===== config.mk =====
export PLATFORM = sky130hd
export DESIGN_NAME = multimode_pin_function_mux
export DESIGN_NICKNAME = d
export VERILOG_FILES = /design/src/pin_mux_pkg.sv /design/src/multimode_pin_function_mux.sv
export SDC_FILE = /design/constraint.sdc
export NUM_CORES = 1
export LEC_CHECK = 0
export ABC_CLOCK_PERIOD_IN_PS = 4400
export BUFFER_PORTS_ARGS = -buffer_cell sky130_fd_sc_hd__buf_2
export CORE_MARGIN = 3
export CORE_UTILIZATION = 40
export CTS_BUF_LIST = sky130_fd_sc_hd__clkbuf_2 sky130_fd_sc_hd__clkbuf_4 sky130_fd_sc_hd__clkbuf_8
export DETAILED_ROUTE_END_ITERATION = 10
export PLACE_DENSITY = 0.75
export SLEW_MARGIN = 20
export SYNTH_ARGS = -nofsm -noshare
export SYNTH_HDL_FRONTEND = slang
export SYNTH_SLANG_ARGS = --single-unit

===== constraint.sdc =====
create_clock -name clk_sys_i -period 4.4 [get_ports clk_sys_i]
set_input_delay 0.44 -clock clk_sys_i [delete_from_list [all_inputs] [get_ports clk_sys_i]]
set_output_delay 0.44 -clock clk_sys_i [all_outputs]
set_load 0.005 [all_outputs]

===== src/pin_mux_pkg.sv =====
package pin_mux_pkg;

  localparam int LOW_PINS  = 8;
  localparam int HIGH_PINS = 10;

  // Interface modes selected by the configuration
  typedef enum logic [3:0] {
    MODE_ASYNC_SERIAL = 4'h0,
    MODE_SYNC_FIFO    = 4'h1,
    MODE_ASYNC_FIFO   = 4'h2,
    MODE_ASYNC_BANG   = 4'h3,
    MODE_SYNC_BANG    = 4'h4,
    MODE_SERIAL_ENG   = 4'h5,
    MODE_FAST_SERIAL  = 4'h6,
    MODE_CPU_FIFO     = 4'h7,
    MODE_HALF_DUPLEX  = 4'h8
  } mode_t;

  // High-group option codes held in configuration memory
  typedef enum logic [3:0] {
    HOPT_PULLUP_IN = 4'h0,
    HOPT_DRIVE0    = 4'h1,
    HOPT_DRIVE1    = 4'h2,
    HOPT_ENGINE    = 4'h3
  } high_opt_t;

  // Pull codes reported per pin
  typedef enum logic [1:0] {
    PULL_NONE = 2'h0,
    PULL_UP   = 2'h1,
    PULL_DOWN = 2'h2
  } pull_t;

  // Low-group pin positions in the default serial configuration, and high-group pin 7
  localparam int LP_TXD = 0;
  localparam int LP_RXD = 1;
  localparam int LP_RTS = 2;
  localparam int LP_CTS = 3;
  localparam int LP_DTR = 4;
  localparam int LP_DSR = 5;
  localparam int LP_DCD = 6;
  localparam int LP_RI  = 7;
  localparam int HP_GP7 = 7;

  // Output directions of the low group in serial mode: pins 0, 2, 4
  localparam logic [LOW_PINS-1:0] SERIAL_LOW_OE = 8'h15;

  // Low-group pins that may drive in fast serial mode: pins 0 to 3
  localparam logic [LOW_PINS-1:0] FAST_LOW_MASK = 8'h0f;

  // Pin drive bundle for one group
  typedef struct packed {
    logic [HIGH_PINS-1:0]   out;
    logic [HIGH_PINS-1:0]   oe;
    logic [2*HIGH_PINS-1:0] pull;
  } high_drive_t;

  typedef struct packed {
    logic [LOW_PINS-1:0]   out;
    logic [LOW_PINS-1:0]   oe;
    logic [2*LOW_PINS-1:0] pull;
  } low_drive_t;

  // Configuration memory options as loaded
  typedef struct packed {
    logic                   present;
    logic                   remote_wake_en;
    logic                   power_save_en;
    logic                   self_powered;
    logic                   bus_sense_en;
    logic [4*HIGH_PINS-1:0] high_opt;
  } cfg_t;

  // Engine-side signals of the active mode
  typedef struct packed {
    logic [LOW_PINS-1:0]  low_out;
    logic [LOW_PINS-1:0]  low_oe;
    logic [HIGH_PINS-1:0] high_out;
    logic [HIGH_PINS-1:0] high_oe;
  } engine_t;

  localparam logic RESET_CFGCLK = 1'b0;

endpackage


===== src/multimode_pin_function_mux.sv =====
`timescale 1ns/1ps
`default_nettype none

module multimode_pin_function_mux
  import pin_mux_pkg::*;
(
  input  wire logic                   clk_sys_i,
  input  wire logic                   rst_i,
  input  wire logic                   clk_en_i,
  input  wire mode_t                  mode_sel_i,
  input  wire logic                   mode_sel_valid_i,
  input  wire cfg_t                   cfg_i,
  input  wire engine_t                engine_i,
  input  wire logic                   serial_txd_i,
  input  wire logic                   serial_rts_n_i,
  input  wire logic                   serial_dtr_n_i,
  input  wire logic                   suspended_i,
  input  wire logic                   cfgmem_select_drv_i,
  input  wire logic                   cfgmem_clock_drv_i,
  input  wire logic                   cfgmem_data_drv_i,
  input  wire logic                   cfgmem_data_oe_i,
  input  wire logic [LOW_PINS-1:0]    low_io_group_i,
  input  wire logic [HIGH_PINS-1:0]   high_io_group_i,
  input  wire logic                   power_save_n_i,
  output logic [LOW_PINS-1:0]         low_io_group_o,
  output logic [LOW_PINS-1:0]         low_io_group_oe_o,
  output logic [2*LOW_PINS-1:0]       low_pull_o,
  output logic [HIGH_PINS-1:0]        high_io_group_o,
  output logic [HIGH_PINS-1:0]        high_io_group_oe_o,
  output logic [2*HIGH_PINS-1:0]      high_pull_o,
  output logic                        serial_rxd_o,
  output logic                        serial_cts_n_o,
  output logic                        serial_dsr_n_o,
  output logic                        carrier_detect_n_o,
  output logic                        ring_indicator_n_o,
  output logic                        bus_voltage_sense_o,
  output mode_t                       active_mode_o,
  output logic                        force_suspend_o,
  output logic                        resume_request_o,
  output logic                        cfgmem_select_o,
  output logic                        cfgmem_select_oe_o,
  output logic                        cfgmem_clock_o,
  output logic                        cfgmem_clock_oe_o,
  output logic                        cfgmem_data_o,
  output logic                        cfgmem_data_oe_o
);

  typedef struct packed {
    mode_t       mode;
    low_drive_t  low;
    high_drive_t high;
    logic        rxd;
    logic        cts_n;
    logic        dsr_n;
    logic        dcd_n;
    logic        ri_n;
    logic        vsense;
    logic        suspend;
    logic        resume;
    logic        cfg_sel;
    logic        cfg_sel_oe;
    logic        cfg_clk;
    logic        cfg_clk_oe;
    logic        cfg_dat;
    logic        cfg_dat_oe;
  } state_t;

  state_t st;
  state_t next_st;

  // Per-pin pulls depend only on each pin's output enable and, for high pin 7, bus_sense_en; one loop per group builds them
  logic [2*LOW_PINS-1:0]  low_pull_c;
  logic [2*HIGH_PINS-1:0] high_pull_c;
  logic [LOW_PINS-1:0]    low_oe_c;
  logic [HIGH_PINS-1:0]   high_oe_c;

  genvar g;
  generate
    for (g = 0; g < HIGH_PINS; g++) begin : g_high
      always_comb begin
        if (g == HP_GP7 && !cfg_i.bus_sense_en && !high_oe_c[g]) begin
          high_pull_c[2*g +: 2] = PULL_DOWN;
        end else if (high_oe_c[g] || (g == HP_GP7 && cfg_i.bus_sense_en)) begin
          high_pull_c[2*g +: 2] = PULL_NONE;
        end else begin
          high_pull_c[2*g +: 2] = PULL_UP;
        end
      end
    end
    for (g = 0; g < LOW_PINS; g++) begin : g_low
      always_comb begin
        low_pull_c[2*g +: 2] = low_oe_c[g] ? PULL_NONE : PULL_UP;
      end
    end
  endgenerate

  logic [3:0] opt;
  logic       ps_active;
  mode_t      mode_c;

  always_comb begin
    next_st  = st;
    mode_c   = mode_sel_valid_i ? mode_sel_i : st.mode;
    low_oe_c = '0;
    high_oe_c = '0;
    next_st.low.out  = '0;
    next_st.high.out = '0;
    opt = '0;

    unique case (mode_c)
      MODE_ASYNC_SERIAL: begin
        low_oe_c = SERIAL_LOW_OE;
        next_st.low.out[LP_TXD] = serial_txd_i;
        next_st.low.out[LP_RTS] = serial_rts_n_i;
        next_st.low.out[LP_DTR] = serial_dtr_n_i;
      end
      MODE_FAST_SERIAL: begin
        // Only the four serial lines are used; the upper four stay pulled-up inputs
        low_oe_c = engine_i.low_oe & FAST_LOW_MASK;
        next_st.low.out = engine_i.low_out & FAST_LOW_MASK;
      end
      default: begin
        low_oe_c = engine_i.low_oe;
        next_st.low.out = engine_i.low_out;
      end
    endcase

    for (int i = 0; i < HIGH_PINS; i++) begin
      opt = cfg_i.present ? cfg_i.high_opt[4*i +: 4] : 4'(HOPT_PULLUP_IN);
      if (i == HP_GP7) begin
        high_oe_c[i] = (mode_c == MODE_SERIAL_ENG) && !cfg_i.bus_sense_en && engine_i.high_oe[i];
        next_st.high.out[i] = engine_i.high_out[i];
      end else if (mode_c != MODE_ASYNC_SERIAL) begin
        high_oe_c[i] = engine_i.high_oe[i];
        next_st.high.out[i] = engine_i.high_out[i];
      end else if (opt == 4'(HOPT_DRIVE0)) begin
        high_oe_c[i] = 1'b1;
        next_st.high.out[i] = 1'b0;
      end else if (opt == 4'(HOPT_DRIVE1)) begin
        high_oe_c[i] = 1'b1;
        next_st.high.out[i] = 1'b1;
      end else if (opt == 4'(HOPT_ENGINE)) begin
        high_oe_c[i] = engine_i.high_oe[i];
        next_st.high.out[i] = engine_i.high_out[i];
      end
    end

    // Everything pin-facing changes in this one registered update
    next_st.mode     = mode_c;
    next_st.low.oe   = low_oe_c;
    next_st.low.pull = low_pull_c;
    next_st.high.oe  = high_oe_c;
    next_st.high.pull = high_pull_c;
    next_st.low.out  = next_st.low.out & low_oe_c;
    next_st.high.out = next_st.high.out & high_oe_c;

    next_st.rxd   = (mode_c == MODE_ASYNC_SERIAL) ? low_io_group_i[LP_RXD] : 1'b1;
    next_st.cts_n = (mode_c == MODE_ASYNC_SERIAL) ? low_io_group_i[LP_CTS] : 1'b1;
    next_st.dsr_n = (mode_c == MODE_ASYNC_SERIAL) ? low_io_group_i[LP_DSR] : 1'b1;
    next_st.dcd_n = (mode_c == MODE_ASYNC_SERIAL) ? low_io_group_i[LP_DCD] : 1'b1;
    next_st.ri_n  = (mode_c == MODE_ASYNC_SERIAL) ? low_io_group_i[LP_RI]  : 1'b1;
    next_st.vsense = cfg_i.bus_sense_en & high_io_group_i[HP_GP7];

    // Board holds the input high while bus power is present
    ps_active = cfg_i.power_save_en && cfg_i.self_powered;
    next_st.suspend = ps_active && !power_save_n_i;
    next_st.resume = cfg_i.remote_wake_en && (suspended_i || next_st.suspend)
                     && (mode_c == MODE_ASYNC_SERIAL) && !low_io_group_i[LP_RI];

    next_st.cfg_sel    = cfgmem_select_drv_i;
    next_st.cfg_sel_oe = 1'b1;
    next_st.cfg_clk    = cfgmem_clock_drv_i;
    next_st.cfg_clk_oe = 1'b1;
    next_st.cfg_dat    = cfgmem_data_drv_i & cfgmem_data_oe_i;
    next_st.cfg_dat_oe = cfgmem_data_oe_i;
  end

  always_ff @(posedge clk_sys_i) begin
    if (rst_i) begin
      st            <= '0;
      st.mode       <= MODE_ASYNC_SERIAL;
      st.low.pull   <= {LOW_PINS{PULL_UP}};
      st.high.pull  <= {{(HIGH_PINS-HP_GP7-1){PULL_UP}}, PULL_DOWN, {HP_GP7{PULL_UP}}};
      st.rxd        <= 1'b1;
      st.cts_n      <= 1'b1;
      st.dsr_n      <= 1'b1;
      st.dcd_n      <= 1'b1;
      st.ri_n       <= 1'b1;
      st.cfg_clk    <= RESET_CFGCLK;
      st.cfg_sel_oe <= 1'b0;
      st.cfg_clk_oe <= 1'b0;
      st.cfg_dat_oe <= 1'b0;
    end else if (clk_en_i) begin
      st <= next_st;
    end
  end

  assign low_io_group_o      = st.low.out;
  assign low_io_group_oe_o   = st.low.oe;
  assign low_pull_o          = st.low.pull;
  assign high_io_group_o     = st.high.out;
  assign high_io_group_oe_o  = st.high.oe;
  assign high_pull_o         = st.high.pull;
  assign serial_rxd_o        = st.rxd;
  assign serial_cts_n_o      = st.cts_n;
  assign serial_dsr_n_o      = st.dsr_n;
  assign carrier_detect_n_o  = st.dcd_n;
  assign ring_indicator_n_o  = st.ri_n;
  assign bus_voltage_sense_o = st.vsense;
  assign active_mode_o       = st.mode;
  assign force_suspend_o     = st.suspend;
  assign resume_request_o    = st.resume;
  assign cfgmem_select_o     = st.cfg_sel;
  assign cfgmem_select_oe_o  = st.cfg_sel_oe;
  assign cfgmem_clock_o      = st.cfg_clk;
  assign cfgmem_clock_oe_o   = st.cfg_clk_oe;
  assign cfgmem_data_o       = st.cfg_dat;
  assign cfgmem_data_oe_o    = st.cfg_dat_oe;

endmodule

`default_nettype wire


==> qor.txt <==
crit path max fanout = 16
Setup WS pre-CTS = 2000 ps
worst vdd rail ir drop = 151 µV
CP Class = register to register
grt total ovfl = 0
CTS max path bufs = 2
I/O pins = 206
nature of the critical path endpoint = register
Initial Util = 41.7%
DPL Wire Length = 7.29 mm
clock period minus worst slack = 2200 ps
GRT met1 Usage = 23.7%
Final Cell Area = 0.00451 mm²
fin worst setup slack = 2200 ps
Reg clk slew, reported paths = 80 ps
largest net degree at the start of global routing = 40
YS warnings = 0
Clock Sinks = 71
Site Rows = 33
post-DR vias/cell = 5.06
Clock Skew = 16.4 ps
synthesized flop and latch total = 71
cts hold-fix bufs = 0
Rel. slew slack = 40.3%
Core ar. = 0.00830 mm²
Slew Limit Fails = 0
commonest non-fill, non-tap cell in the layout = buf_2
antenna-violating nets left = 0
Least-Margin Pin Slew = 877 ps
Post-CTS Setup Bufs = 0
most frequent cells in the layout = 171 x buf_2, 71 x dfxtp_1, 56 x nor2_1
Fill cells = 759
f_max = 454 MHz
TNS Setup = 0 ps
initial DRC count = 153
die span in y = 99.1 µm
final hold vios = 0
Mapped Cells = 402
Final setup viols = 0
crit path DAT = 2440 ps
met2 Use GR = 33.7%
status = complete, no violations
layer carrying the most global-route usage = met2
area grow syn2layout = 30.1%
placed inst area = 0.00428 mm²
nets = 675
CP Launch Type = register
CTS tree = done
CTS root buf = clkbuf_8
gp weighted congestion = 0.855
P per Cell Area = 341 mW/mm²
vias = 3385
initial antenna violation count = 0
grt met3 use = 3.54%
Avg Inst Size Synth = 8.62 µm²
router iterations before antenna repair = 4
Resize count post-CTS = 0
GR Util All Layers = 19.4%
Routed Wire Length = 9.81 mm
worst hold path class = input port to register
die area = 0.00981 mm²
first-pass GRT wire length = 15.6 mm
Synth cell types = 38
share of post-route cells with drive strength above 1 = 41.5%
DRC = 0
CTS buffer count = 9
post-synthesis sequential area ratio = 41.0%
RSZ-0062 raised after global routing = false
diodes inserted = 0
Req. time, crit path = 4640 ps
H-tree levels = 3
Port Buf Inserts = 171
Clk Latency, worst-skew pair = 330 ps
Post-Synthesis Cell Area = 0.00346 mm²
vias in the first global route = 3326
die width = 99.1 µm
Final Cycle Share = 50.0%
Avg WL per Cell = 14.7 µm
max-cap violations = 0
Leak = 0.00207 µW
## per-layer routing
layer,share of wire (%),vias to the layer above
met4,1.6,0
met5,0,-
met3,7.4,13
met2,50,133
met1,41,1569
li1,-,1670
## critical path: stages (launching register included)
cell,delay (ps)
dfxtp_1,370
nor4_2,440
mux2_4,380
and3_4,410
a31oi_4,180
o41ai_2,320
## power by group
group,switching (µW),internal [µW],total [µW]
Sequential,18.3,676,695
Combinational,154,113,267
Clock,241,333,575
Total,413,1120,1540
## final cells by class
cell class	instances	area (µm²)	share of cell area [%]
inverters	7	26.3	0.583
well taps	105	131	2.92
clock inverters	5	82.6	1.83
repair buffers	174	878	19.5
multi-input cells	296	1830	40.5
clock buffers	11	139	3.08
flip-flops and latches	71	1420	31.5
## state kept, by name, indices dropped and copies added (netlist names), 4 cells and up
signal              cells
high_io_group_oe_o     10
high_pull_o            10
low_io_group_oe_o       8
active_mode_o           4
high_io_group_o        10
low_pull_o              8
low_io_group_o          8
## cells by family after synthesis
| group | count (synthesis) | share of synthesized area (%) |
|---|---|---|
| AOI/OAI and AO/OA | 102 | 24.9 |
| xor gates and xnor gates | 11 | 2.78 |
| buffers and inverters | 52 | 8.31 |
| DFF | 71 | 41.0 |
| muxes | 6 | 1.99 |
| other | 1 | 0.108 |
| and+or+nand+nor | 159 | 20.9 |
## final timing paths
check                            start                   end  slack (ps)  depth (start not counted)
setup reg to reg      active_mode_o[3]    high_io_group_o[8]        2200                          5
hold / removal     cfgmem_select_drv_i       cfgmem_select_o         350                          3
hold reg to reg   low_io_group_oe_o[0]  low_io_group_oe_o[0]         450                          1
setup / recovery      active_mode_o[3]    high_io_group_o[8]        2200                          5
## synthesized netlist by cell type
cell type,instances,area (µm²)
o21a_1,3,22.5
nand3b_1,1,7.51
mux2_4,1,15.0
xor2_1,10,87.6
a21o_1,16,120
nand2_1,54,203
a31oi_4,9,191
or2_2,20,125
mux2i_1,4,40.0
a2bb2oi_1,1,8.76
o21ai_0,4,20.0
a31oi_1,9,56.3
nor2_1,56,210
nand3_1,8,40.0
mux2i_2,1,13.8
a32oi_1,3,26.3
o41ai_2,9,146
clkbuf_1,18,67.6
nor4_2,2,25.0
nand2b_1,1,6.26
inv_1,7,26.3
buf_12,1,20.0
buf_4,19,143
nor3_1,4,20.0
a21bo_2,1,10.0
a211oi_1,1,7.51
a21oi_1,40,200
conb_1,1,3.75
buf_1,3,11.3
and3_4,1,11.3
o32ai_1,2,17.5
a221oi_1,1,8.76
xnor2_1,1,8.76
buf_2,4,20.0
nand4_1,12,75.1
dfxtp_1,71,1420
o2111ai_1,1,8.76
a311oi_1,2,17.5
## through the flow
stage	hold slack (ps)	instances	total power, µW	utilization, %
6_report	349	669	1540	54.3
3_5_place_dp	436	653	977	51.6
5_1_grt	357	669	1620	54.3
2_1_floorplan	447	419	870	-
4_1_cts	331	669	1560	54.3
3_3_place_gp	432	653	970	51.6
(Power assumes the default switching activity.)
